File: src/rtl/mlic_pkg.sv
// mlic_pkg: constants shared by the multilevel interrupt controller
// assumes the core and peripherals share one clock with the controller
package mlic_pkg;
  localparam int NUM_SRC    = 16;
  localparam int SRC_W      = 4;
  localparam int PC_W       = 16;
  localparam int LVL_W      = 2;
  localparam int PRI_W      = 8;
  // level codes
  localparam logic [1:0] LVL_OFF  = 2'h0;
  localparam logic [1:0] LVL_LOW  = 2'h1;
  localparam logic [1:0] LVL_MID  = 2'h2;
  localparam logic [1:0] LVL_HIGH = 2'h3;
  // vector placement
  localparam logic [15:0] RESET_ADDR_APP  = 16'h0000;
  localparam logic [15:0] VEC_BASE_OFFSET = 16'h0002;
  localparam logic [15:0] VEC_STRIDE      = 16'h0002;
  // timing, in cpu cycles, and reset values
  localparam int PROT_BLOCK_CYC  = 4;
  localparam int RESP_MIN_CYC    = 3;
  localparam int PUSH_CYC        = 2;
  localparam int JUMP_CYC        = 3;
  localparam int WAKE_EXTRA_CYC  = 5;
  localparam int RET_SHORT_CYC   = 4;
  localparam int RET_LONG_CYC    = 5;
  localparam logic [7:0] PRI_RESET = 8'h00;
  localparam logic [3:0] RUN_RESET = 4'h0;
  // running flag positions
  localparam int RUN_LOW  = 0;
  localparam int RUN_MID  = 1;
  localparam int RUN_HIGH = 2;
  localparam int RUN_NMI  = 3;
endpackage

File: src/rtl/mlic_ctrl.sv
// mlic_ctrl: multilevel interrupt controller, arbitration and nesting
// assumes core signals are synchronous; core pulses instr_done_i, interrupt_return_instr_i,
// prot_unlock_i and wake_i for one cycle, and raises locked_exec_i level
// Behaviour
// maskable acknowledge needs global enable unchanged
// level enable gates each level
// acknowledge or pend; load vector address
// one instruction before serving pending
// return restores previous level state
// software saves status, ends with return
// each source own vector; reset lowest
// flags set even when disabled
// flags auto clear on vector, write-one clear
// blocked requests stay pending, priority order
// locked section execution blocks acknowledge
// unlock signature blocks servicing four cycles
// non-maskable ignores global enable, unpreemptable
// lowest vector non-maskable served first
// three cycle response, three cycle jump
// wake adds five cycles plus startup
// return takes four or five cycles
// level code decode 00 off..11 high
// higher level preempts, lower resumes
// static priority except low round-robin
// last low vector lowest next
// boot select and vector section placement
// level disable effective one cycle later
// round-robin enable selects ordering
// last low vector register kept
// running flags set/cleared per level
// acknowledged index signalled same cycle
`timescale 1ns/1ps
module mlic_ctrl (
  input  wire logic                      ref_clk_i,
  input  wire logic                      reset_n_i,
  input  wire logic [15:0]               cond_i,
  input  wire logic [15:0]               clr_flag_i,
  input  wire logic [15:0]               autoclr_i,
  input  wire logic [31:0]               level_i,
  input  wire logic [15:0]               nmi_src_i,
  input  wire logic                      global_en_i,
  input  wire logic                      low_level_enable_i,
  input  wire logic                      mid_level_enable_i,
  input  wire logic                      high_level_enable_i,
  input  wire logic                      round_robin_enable_i,
  input  wire logic                      vector_section_select_i,
  input  wire logic                      boot_reset_select_i,
  input  wire logic [15:0]               boot_reset_addr_i,
  input  wire logic                      pri_wr_i,
  input  wire logic [7:0]                pri_wdata_i,
  input  wire logic                      instr_done_i,
  input  wire logic                      interrupt_return_instr_i,
  input  wire logic                      pc_wide_i,
  input  wire logic                      prot_unlock_i,
  input  wire logic                      locked_exec_i,
  input  wire logic                      asleep_i,
  input  wire logic                      wake_i,
  input  wire logic [7:0]                startup_cyc_i,
  output logic [15:0]                    flag_o,
  output logic                           ack_o,
  output logic [3:0]                     ack_idx_o,
  output logic [15:0]                    vector_address_o,
  output logic [15:0]                    reset_addr_o,
  output logic                           pc_load_o,
  output logic                           cpu_stall_o,
  output logic                           low_level_running_o,
  output logic                           mid_level_running_o,
  output logic                           high_level_running_o,
  output logic                           non_maskable_running_o,
  output logic [7:0]                     last_low_vector_reg_o
);
  typedef enum logic [2:0] {ST_RUN, ST_WAKE, ST_PUSH, ST_JUMP, ST_RET} mlic_state_t;
  mlic_state_t state_q, state_d;
  logic [15:0] flag_q, flag_d;
  logic [3:0]  run_q, run_d;
  logic [7:0]  pri_q, pri_d;
  logic [7:0]  cnt_q, cnt_d;
  logic [2:0]  prot_q, prot_d;
  logic        gap_q, gap_d;
  logic        ie_gap_q, ie_gap_d;
  logic [3:0]  idx_q, idx_d;
  logic        isnmi_q, isnmi_d;
  logic [1:0]  lvl_q, lvl_d;
  logic [15:0] vec_q, vec_d;
  logic [2:0]  en_q;

  // per-level request masks
  logic [15:0] req_nmi, req_hi, req_mid, req_lo;
  always_comb begin
    for (int s = 0; s < mlic_pkg::NUM_SRC; s++) begin
      logic [1:0] l;
      l = level_i[2*s +: 2];
      req_nmi[s] = flag_q[s] & nmi_src_i[s];
      req_hi[s]  = flag_q[s] & ~nmi_src_i[s] & (l == mlic_pkg::LVL_HIGH) & en_q[2];
      req_mid[s] = flag_q[s] & ~nmi_src_i[s] & (l == mlic_pkg::LVL_MID)  & en_q[1];
      req_lo[s]  = flag_q[s] & ~nmi_src_i[s] & (l == mlic_pkg::LVL_LOW)  & en_q[0];
    end
  end

  logic nmi_hit, hi_hit, mid_hit, lo_hit;
  logic [3:0] nmi_idx, hi_idx, mid_idx, lo_idx;
  mlic_prio_pick #(.N(16), .W(4)) u_nmi (.req_i(req_nmi), .rotate_i(1'b0),
    .last_i(4'h0), .hit_o(nmi_hit), .idx_o(nmi_idx));
  mlic_prio_pick #(.N(16), .W(4)) u_hi (.req_i(req_hi), .rotate_i(1'b0),
    .last_i(4'h0), .hit_o(hi_hit), .idx_o(hi_idx));
  mlic_prio_pick #(.N(16), .W(4)) u_mid (.req_i(req_mid), .rotate_i(1'b0),
    .last_i(4'h0), .hit_o(mid_hit), .idx_o(mid_idx));
  mlic_prio_pick #(.N(16), .W(4)) u_lo (.req_i(req_lo), .rotate_i(round_robin_enable_i),
    .last_i(pri_q[3:0]), .hit_o(lo_hit), .idx_o(lo_idx));

  // winner selection against running levels
  logic       win;
  logic       win_nmi;
  logic [1:0] win_lvl;
  logic [3:0] win_idx;
  logic       allowed;
  always_comb begin
    win = 1'b0;
    win_nmi = 1'b0;
    win_lvl = mlic_pkg::LVL_OFF;
    win_idx = 4'h0;
    allowed = instr_done_i & gap_q & (prot_q == 3'h0) & ~locked_exec_i
              & ~run_q[mlic_pkg::RUN_NMI];
    if (nmi_hit) begin
      win = 1'b1; win_nmi = 1'b1; win_idx = nmi_idx;
    end else if (global_en_i && ie_gap_q) begin
      if (hi_hit && !run_q[mlic_pkg::RUN_HIGH]) begin
        win = 1'b1; win_lvl = mlic_pkg::LVL_HIGH; win_idx = hi_idx;
      end else if (mid_hit && run_q[2:1] == 2'h0) begin
        win = 1'b1; win_lvl = mlic_pkg::LVL_MID; win_idx = mid_idx;
      end else if (lo_hit && run_q[2:0] == 3'h0) begin
        win = 1'b1; win_lvl = mlic_pkg::LVL_LOW; win_idx = lo_idx;
      end
    end
  end
  logic take;
  assign take = allowed & win & (state_q == ST_RUN);

  logic [15:0] vbase;
  assign vbase = vector_section_select_i ? (boot_reset_addr_i + mlic_pkg::VEC_BASE_OFFSET)
                                         : mlic_pkg::VEC_BASE_OFFSET;
  assign reset_addr_o = boot_reset_select_i ? mlic_pkg::RESET_ADDR_APP
                                            : boot_reset_addr_i;

  always_comb begin
    state_d = state_q;
    flag_d  = flag_q;
    run_d   = run_q;
    pri_d   = pri_q;
    cnt_d   = cnt_q;
    gap_d   = gap_q;
    ie_gap_d = ie_gap_q;
    idx_d   = idx_q;
    isnmi_d = isnmi_q;
    lvl_d   = lvl_q;
    vec_d   = vec_q;
    prot_d  = prot_unlock_i ? 3'(mlic_pkg::PROT_BLOCK_CYC) :
              (prot_q != 3'h0 ? prot_q - 3'h1 : 3'h0);
    if (pri_wr_i) pri_d = pri_wdata_i;
    if (instr_done_i) gap_d = 1'b1;
    // only maskable requests wait for an instruction after enabling
    ie_gap_d = global_en_i & (ie_gap_q | instr_done_i);
    case (state_q)
      ST_RUN: begin
        if (take) begin
          idx_d   = win_idx;
          isnmi_d = win_nmi;
          lvl_d   = win_lvl;
          vec_d   = vbase + 16'({12'h000, win_idx} * mlic_pkg::VEC_STRIDE);
          if (!win_nmi && win_lvl == mlic_pkg::LVL_LOW && round_robin_enable_i)
            pri_d = {4'h0, win_idx};
          if (asleep_i) begin
            state_d = ST_WAKE;
            cnt_d   = 8'(mlic_pkg::WAKE_EXTRA_CYC) + startup_cyc_i;
          end else begin
            state_d = ST_PUSH;
            cnt_d   = 8'(mlic_pkg::PUSH_CYC);
          end
          if (win_nmi) run_d[mlic_pkg::RUN_NMI] = 1'b1;
          else run_d[win_lvl - 2'h1] = 1'b1;
        end else if (interrupt_return_instr_i) begin
          // clear the innermost running level only
          if (run_q[mlic_pkg::RUN_NMI]) run_d[mlic_pkg::RUN_NMI] = 1'b0;
          else if (run_q[2]) run_d[2] = 1'b0;
          else if (run_q[1]) run_d[1] = 1'b0;
          else run_d[0] = 1'b0;
          state_d = ST_RET;
          cnt_d   = pc_wide_i ? 8'(mlic_pkg::RET_LONG_CYC) : 8'(mlic_pkg::RET_SHORT_CYC);
          gap_d   = 1'b0;
        end
      end
      ST_WAKE: begin
        if (wake_i || cnt_q <= 8'h1) begin
          state_d = ST_PUSH;
          cnt_d   = 8'(mlic_pkg::PUSH_CYC);
        end else cnt_d = cnt_q - 8'h1;
      end
      ST_PUSH: begin
        if (cnt_q == 8'h1) begin
          state_d = ST_JUMP;
          cnt_d   = 8'(mlic_pkg::JUMP_CYC);
        end else cnt_d = cnt_q - 8'h1;
      end
      ST_JUMP, ST_RET: begin
        if (cnt_q == 8'h1) begin
          state_d = ST_RUN;
          gap_d   = 1'b0;
        end else cnt_d = cnt_q - 8'h1;
      end
      default: state_d = ST_RUN;
    endcase
    // flags: set wins over any clear
    for (int s = 0; s < mlic_pkg::NUM_SRC; s++) begin
      if (clr_flag_i[s]) flag_d[s] = 1'b0;
      if (take && win_idx == 4'(s) && autoclr_i[s]) flag_d[s] = 1'b0;
      if (cond_i[s]) flag_d[s] = 1'b1;
    end
  end

  always_ff @(posedge ref_clk_i) begin
    if (!reset_n_i) begin
      state_q <= ST_RUN;
      flag_q  <= 16'h0000;
      run_q   <= mlic_pkg::RUN_RESET;
      pri_q   <= mlic_pkg::PRI_RESET;
      cnt_q   <= 8'h00;
      prot_q  <= 3'h0;
      gap_q   <= 1'b0;
      ie_gap_q <= 1'b0;
      idx_q   <= 4'h0;
      isnmi_q <= 1'b0;
      lvl_q   <= 2'h0;
      vec_q   <= 16'h0000;
      en_q    <= 3'h0;
    end else begin
      state_q <= state_d;
      flag_q  <= flag_d;
      run_q   <= run_d;
      pri_q   <= pri_d;
      cnt_q   <= cnt_d;
      prot_q  <= prot_d;
      gap_q   <= gap_d;
      ie_gap_q <= ie_gap_d;
      idx_q   <= idx_d;
      isnmi_q <= isnmi_d;
      lvl_q   <= lvl_d;
      vec_q   <= vec_d;
      en_q    <= {high_level_enable_i, mid_level_enable_i, low_level_enable_i};
    end
  end

  assign flag_o                 = flag_q;
  assign ack_o                  = take;
  assign ack_idx_o              = win_idx;
  assign vector_address_o       = vec_q;
  assign pc_load_o              = (state_q == ST_JUMP) && (cnt_q == 8'(mlic_pkg::JUMP_CYC));
  assign cpu_stall_o            = (state_q != ST_RUN);
  assign low_level_running_o    = run_q[mlic_pkg::RUN_LOW];
  assign mid_level_running_o    = run_q[mlic_pkg::RUN_MID];
  assign high_level_running_o   = run_q[mlic_pkg::RUN_HIGH];
  assign non_maskable_running_o = run_q[mlic_pkg::RUN_NMI];
  assign last_low_vector_reg_o  = pri_q;
endmodule // mlic_ctrl

File: src/rtl/mlic_prio_pick.sv
// mlic_prio_pick: lowest-index pick among requests, with optional rotation
// assumes a purely combinational use inside one clock domain
`timescale 1ns/1ps
module mlic_prio_pick #(
  parameter int N = 16,
  parameter int W = 4
) (
  input  wire logic [N-1:0] req_i,
  input  wire logic         rotate_i,
  input  wire logic [W-1:0] last_i,
  output logic              hit_o,
  output logic [W-1:0]      idx_o
);
  logic [2*N-1:0] dbl;
  logic [W:0]     start;
  logic [W:0]     pos;
  always_comb begin
    dbl   = {req_i, req_i};
    start = rotate_i ? ({1'b0, last_i} + (W+1)'(1)) : '0;
    hit_o = 1'b0;
    idx_o = '0;
    // search from start, first hit wins: static when start is zero
    for (int i = 2*N-1; i >= 0; i--) begin
      pos = start + (W+1)'(i);
      if (i < N && dbl[pos]) begin
        hit_o = 1'b1;
        idx_o = W'(pos);
      end
    end
  end
endmodule // mlic_prio_pick

File: config.mk
export PLATFORM = sky130hd
export DESIGN_NAME = mlic_ctrl
export DESIGN_NICKNAME = d
export VERILOG_FILES = /design/src/rtl/mlic_pkg.sv /design/src/rtl/mlic_ctrl.sv /design/src/rtl/mlic_prio_pick.sv
export SDC_FILE = /design/constraint.sdc
export NUM_CORES = 1
export LEC_CHECK = 0
export BUFFER_PORTS_ARGS = -buffer_cell sky130_fd_sc_hd__buf_2
export CORE_MARGIN = 8
export CORE_UTILIZATION = 40
export DETAILED_ROUTE_END_ITERATION = 12
export PLACE_DENSITY = 0.7
export REMOVE_ABC_BUFFERS = 1
export SLEW_MARGIN = 30
export SYNTH_ARGS = -nofsm -noshare
export SYNTH_HDL_FRONTEND = slang
export SYNTH_SLANG_ARGS = --single-unit
File: constraint.sdc
create_clock -name ref_clk_i -period 6.6 [get_ports ref_clk_i]
set_input_delay 1.32 -clock ref_clk_i [delete_from_list [all_inputs] [get_ports ref_clk_i]]
set_output_delay 1.32 -clock ref_clk_i [all_outputs]
set_load 0.02 [all_outputs]
==> summary.md, run 1 <==
| Metric | Value |
|---|---|
| Worst path slowest cell | mux4_2 |
| Synth Area in XOR/XNOR | 0.0527 |
| Synth top cells by count | 118 x nand2_1, 78 x nor2_1, 63 x dfxtp_1 |
| Post-CTS Setup Bufs | 0 |
| Largest delay share family, worst path | compound AO/OA/AOI/OAI gates |
| Synthesized area | roughly 7700 µm² |
| DR vias | ~9400 |
| Wirelength per Cell | 19.7 µm |
| Critical path launch point type | input port |
| Synthesized area per cell | roughly 7.5 µm² |
| Post-synth top area share | 0.163 |
| Worst Max-Slew Pin Slew | 0.828 ns |
| Synth Area in Compound Gates | 0.284 |
| Synth Instances | just over 1000 |
| H-tree depth | 3 |
| CTS tree | built |
| Clock Skews | 0.0135 ns |
| Fin area | 10200 µm² |
| Tot Pwr | ~1.6 mW |
| Largest net degree at the start of global routing | 68 |
| Root buffer cell | clkbuf_16 |
| Final WS setup | roughly 0.23 ns |
| Final Max Slew Viols | 0 |
| Die span in y | 155 µm |
| Placed cell count | approximately 1600 |
| #FFs+latches synth | between 60 and 70 |
| Clock sink total | 63 |
| Synth unique cells | 97 |
| I/O Buffers | ~210 |
| Worst Path Buf+Inv | 6 |
| Final period utilization | 0.965 |
| Initial DRT Pass Iterations | 5 |
| # DRC | 0 |
| Synth warn | 0 |
| First-pass GRT wire length | between 40000 and 50000 µm |
| DRT Wirelength | around 32000 µm |
| Worst path max stage delay | 0.62 ns |
| Number of antenna violations at the first check in global routing | 2 |
| Dpl ws | -0.170 ns |
| Cells along the critical path | buf_2 -> nand2_1 -> buf_4 -> ha_1 -> a21oi_1 -> xor2_1 -> mux4_2 -> buf_4 -> nand3b_4 -> buf_4 -> o21a_1 -> o221a_1 -> o221a_2 -> a211oi_2 -> buf_4 -> buf_2 |
| Unrepaired setup endpoints after global routing | true |
| Worst Setup Path Type | in2out |
| Area contributors post-synth | dfxtp_1 16%, nand2_1 5.7%, mux2i_1 5.7% |
| Pwr dens | roughly 160 nW/µm² |
| Post-Synth Simple-Gate Area | 0.310 |
| Core Footprint | approximately 19000 µm² |
| Worst Path Max Fanout | 6 |
| FP Rows | just over 50 |
| Outcome | finished, final reports clean |
| Relative slew slack | 0.440 |
| Largest family of logic cells by synthesized area | simple AND/OR/NAND/NOR gates |
| Overflow after GRT | 0 |
| Vias per cell | 5.90 |
| Die Wd | approximately 160 µm |
| Synth area leader | dfxtp_1 |
| Hpwl dp | around 26000 µm |
| Max_cap viols | 0 |
| Initial core utilization | 0.403 |
| Io pins | 212 |
| Routed Antenna Nets | 0 |
| FFs w/ async S/R, synth | 0 |
| Top-count cell post-synth | nand2_1 |
| CTS Buf Count | 9 |
| DRT iter0 DRCs | between 600 and 700 |
| Adder-Cell Fraction of Synth Area | 0.0349 |
| CP arrival | approximately 5.1 ns |
| Final hold violation count | 0 |
| Leakage | 4.54 nW |
| HP Class | reg2reg |
| Most common cell on crit path | buf_4 |
| Number of synthesized flops with an enable pin | 0 |
| Seq/Total Area, Yosys | 0.163 |
| Hold Buf Count CTS | 0 |
| Vias in the first global route | slightly above 9000 |
| Clock slew seen by the registers of the worst setup and hold paths | 0.06 ns |
| Share of cells above drive strength 1 | 0.316 |
| Max IR drop VDD | 0.0971 mV |
| Finish-stage setup viols | 0 |
| Area after DPL | 9840 µm² |
| RD Place Congestion | ~1 |
| CTS max path bufs | 2 |
| Hold WS | roughly 0.41 ns |
| Mux share of post-synthesis cell area | 0.109 |
| Nets | between 1000 and 1500 |
| Main synth FF type | dfxtp_1 |
| Global-route usage over all layers | 0.255 |
| FMAX | 0.157 GHz |
| Critical Path RT | 5.28 ns |
| CP Capture Type | primary output |
| Syn-to-layout area delta | 31.6% |
| Post-layout min period | between 6 and 7 ns |
| Skew-Pair Late Insertion Delay | between 0.3 and 0.4 ns |
| Final Non-Filler Cells | between 1500 and 2000 |
| Die Area | 24000 µm² |
[logic make-up (layout without fill, tap and decap cells)]
group,count (synthesis),count (layout)
AO/OA/AOI/OAI,305,305
XOR/XNOR,44,44
adder cells (fa/ha/maj),21,21
buffers and inverters,82,388
flip-flops,63,63
multiplexers,70,70
other,0,2
AND/OR/NAND/NOR,441,441
[metal layers]
metal  track usage  share of wire  vias up
met5             0              0        -
met4        0.0877          0.026        0
met3        0.0347          0.063       53
met2         0.443           0.48      402
met1         0.318           0.43     4482
li1              -              -     4493
[timing repair]
action                                  CTS  global route
endpoints found under the setup margin    0             6
resized for setup                         0            11
hold endpoints to repair                  0             0
[placed cells by master, fill, tap and decap left out, drive strengths merged, types with 32 or more instances in the layout]
| cell type | Yosys | layout |
|---|---|---|
| o21ai | 54 | 54 |
| inv | 36 | 37 |
| mux2i | 46 | 46 |
| dfxtp | 63 | 63 |
| a21oi | 41 | 41 |
| o22ai | 34 | 34 |
| buf | 19 | 335 |
| nor2 | 79 | 79 |
| nor2b | 39 | 39 |
| xnor2 | 32 | 32 |
| nand2 | 119 | 119 |
[worst paths after layout]
| check | end | start | slack (ns) | cells after the start |
|---|---|---|---|---|
| worst max-delay path | ack_idx_o[2] | round_robin_enable_i | 0.23 | 16 |
| worst min-delay path | prot_q[0] | prot_q[0] | 0.41 | 1 |
| worst min register to register | prot_q[0] | prot_q[0] | 0.41 | 1 |
| worst max register to register | vector_address_o[14] | last_low_vector_reg_o[1] | 0.60 | 30 |
[power by group]
part	leakage [nW]	switching, mW	internal (mW)	total (mW)
clock	0.139	0.193	0.266	0.459
combinational	3.88	0.393	0.301	0.694
sequential	0.517	0.0355	0.405	0.441
total	4.54	0.622	0.972	1.59
[sequential cells by signal (all words and copies together), names as in the netlist]
register and flops:
run_q 4, state_q 3, flag_o 16, en_q 3, cnt_q 8, vector_address_o 16, prot_q 3, last_low_vector_reg_o 8
ie_gap_q 1, gap_q 1
[area by class of cell]
| class | instances | area, µm² |
|---|---|---|
| antenna | 2 | 5.00 |
| multi-input combinational | 881 | 6170 |
| timing repair buffer | 335 | 1990 |
| clock inverter | 6 | 43.8 |
| clock buffer | 10 | 239 |
| sequential | 63 | 1260 |
| tap | 265 | 332 |
| fill | 1927 | 9030 |
| inverter | 37 | 141 |
[worst register-to-register path: cells and delay by family, from the launching register on]
family	cells	cell delay [ns]
AOI/OAI and AO/OA	10	1.67
and+or+nand+nor	8	1.38
adders and majority gates	3	0.71
buffers and inverters	5	0.69
muxes	1	0.59
xor gates and xnor gates	3	0.47
DFF	1	0.40
[stage by stage]
step | TNS [ns] | util
2_1_floorplan | -0.614 | -
3_5_place_dp | -0.283 | 0.512
6_report | 0 | 0.530
4_1_cts | 0 | 0.527
5_1_grt | -0.0402 | 0.530
3_3_place_gp | -0.211 | 0.512
Note: power is estimated with default switching activity, not from simulation.
==> run 2: changes to the inputs <==
--- a/config.mk
+++ b/config.mk
@@ -5,11 +5,11 @@
 export SDC_FILE = /design/constraint.sdc
 export NUM_CORES = 1
 export LEC_CHECK = 0
-export BUFFER_PORTS_ARGS = -buffer_cell sky130_fd_sc_hd__buf_2
 export CORE_MARGIN = 8
 export CORE_UTILIZATION = 40
 export DETAILED_ROUTE_END_ITERATION = 12
-export PLACE_DENSITY = 0.7
+export DONT_BUFFER_PORTS = 1
+export PLACE_DENSITY_LB_ADDON = 0.05
 export REMOVE_ABC_BUFFERS = 1
 export SLEW_MARGIN = 30
 export SYNTH_ARGS = -nofsm -noshare
==> summary.md, run 2 (synthesis results as in run 1) <==
| Metric | Value |
|---|---|
| Outcome | finished, final reports clean |
| Most frequent cells in the layout | 118 x nand2_1, 81 x buf_4, 78 x nor2_1 |
| Root buffer cell | clkbuf_16 |
| Syn-to-layout area delta | 13.6% |
| Final Max Slew Viols | 0 (unchanged) |
| RD Place Congestion | 0.975 (-2.2%) |
| FP Rows | 51 (unchanged) |
| Overflow after GRT | 0 (unchanged) |
| CTS Buf Count | 9 (unchanged) |
| Critical path launch point type | input port |
| Final hold violation count | 0 (unchanged) |
| Initial core utilization | 0.403 (unchanged) |
| Ant diodes | 0 (-2) |
| CTS tree | built |
| Max IR drop VDD | 0.151 mV (+56%) |
| Largest net degree at the start of global routing | 68 (unchanged) |
| Clock sink total | 63 (unchanged) |
| Wirelength per Cell | 22.8 µm (+15%) |
| Clock Skews | 0.0209 ns (+0.00747 ns) |
| DRT iter0 DRCs | 569 (-13%) |
| Clock slew seen by the registers of the worst setup and hold paths | 0.06 ns (about the same) |
| Worst Path Max Fanout | 20 (+14) |
| Hold WS | 0.415 ns (+0.00200 ns) |
| Worst Setup Path Type | in2reg |
| Share of cells above drive strength 1 | 0.149 (-0.167) |
| Number of antenna violations at the first check in global routing | 0 (-2) |
| Die Wd | 155 µm (unchanged) |
| Die Area | 24000 µm² (unchanged) |
| Nets | 1239 (-17%) |
| Final core occ | 0.458 (-0.0722) |
| Max_cap viols | 0 (unchanged) |
| # DRC | 0 (unchanged) |
| Vias per cell | 6.18 (+4.8%) |
| Critical Path RT | 6.82 ns (+1.54 ns) |
| Worst path slowest cell | fa_1 |
| Fin area | 8790 µm² (-14%) |
| CTS max path bufs | 2 (unchanged) |
| Post-CTS Setup Bufs | 0 (unchanged) |
| CP arrival | 6.33 ns (+1.28 ns) |
| Resize count post-CTS | 0 (unchanged) |
| H-tree depth | 3 (unchanged) |
| Vias in the first global route | 8054 (-14%) |
| Hold Buf Count CTS | 0 (unchanged) |
| I/O Buffers | 0 (-100%) |
| Routed Antenna Nets | 0 (unchanged) |
| First-pass GRT wire length | 46200 µm (-7.2%) |
| Relative slew slack | 0.472 (+0.0324) |
| Worst Path Buf+Inv | 5 (-1) |
| Worst path max stage delay | 0.38 ns (-0.24 ns) |
| Hpwl dp | 24700 µm (-5.3%) |
| Io pins | 212 (unchanged) |
| Area after DPL | 8460 µm² (-14%) |
| DR vias | 8291 (-12%) |
| Final period utilization | 0.926 (-0.0396) |
| Fillers | 2017 (+4.7%) |
| Die span in y | 155 µm (unchanged) |
| Worst Max-Slew Pin Slew | 0.780 ns (-0.0479 ns) |
| DRT Wirelength | 30600 µm (-3.1%) |
| Global-route usage over all layers | 0.245 (-0.0104) |
| Initial DRT Pass Iterations | 7 (+2) |
| FMAX | 0.164 GHz (+4.3%) |
| Skew-Pair Late Insertion Delay | 0.35 ns (+0.02 ns) |
| Largest delay share family, worst path | simple AND/OR/NAND/NOR gates |
| Pwr dens | 173 nW/µm² (+10%) |
| Most common cell after layout, fill and taps aside | nand2_1 |
| Core Footprint | 19200 µm² (unchanged) |
| CP Capture Type | register |
| Post-layout min period | 6.11 ns (-0.261 ns) |
| Finish-stage setup viols | 0 (unchanged) |
| HP Class | reg2reg |
| Leakage | 3.43 nW (-24%) |
| Most common cell on crit path | buf_4 |
[run 2: changes by cell type in the layout (fill, tap and decap cells not counted), sizes merged]
cell,delta
inv,-1
clkinv,-3
buf,-254
bufinv,+1
diode,-2
clkbuf,+2
[run 2: stage by stage]
stage                     power, mW  setup TNS (ns)  setup WS, ns  instances
after detailed placement       1.01         -0.0586       -0.0449       1327
after global routing           1.60        -0.00943      -0.00943       1342
final                          1.52               0         0.491       1342
after floorplan               0.833          -0.614        -0.315        981
after CTS                      1.52               0         0.245       1342
after global placement         1.01          -0.143       -0.0797       1327
[run 2: path summary, 6_finish.rpt]
kind                                  from  slack [ns]                    to  depth (start not counted)
setup / recovery      round_robin_enable_i        0.49  vector_address_o[15]                         27
hold / removal                   prot_q[0]        0.42             prot_q[0]                          1
setup reg to reg  last_low_vector_reg_o[2]        0.67  vector_address_o[15]                         28
hold reg to reg                  prot_q[0]        0.42             prot_q[0]                          1
[run 2: metal layers]
layer / track usage / up-vias / routed length [µm]
li1: - / 3971 / -
met1: 0.299 / 3846 / 12700
met2: 0.389 / 408 / 13600
met3: 0.0846 / 66 / 3260
met4: 0.0971 / 0 / 985
met5: 0 / - / 0
[run 2: power by group]
part / switching (mW) / internal, mW
sequential: 0.0515 / 0.405
combinational: 0.322 / 0.230
clock: 0.200 / 0.311
[run 2: layout make-up]
type	instances	area, µm²	area share
Tap cell	265	332	0.0377
Inverter	37	141	0.0161
Clock buffer	12	256	0.0292
Timing Repair Buffer	81	608	0.0692
Sequential cell	63	1260	0.144
Multi-Input combinational cell	881	6150	0.699
Clock inverter	3	42.5	0.00484
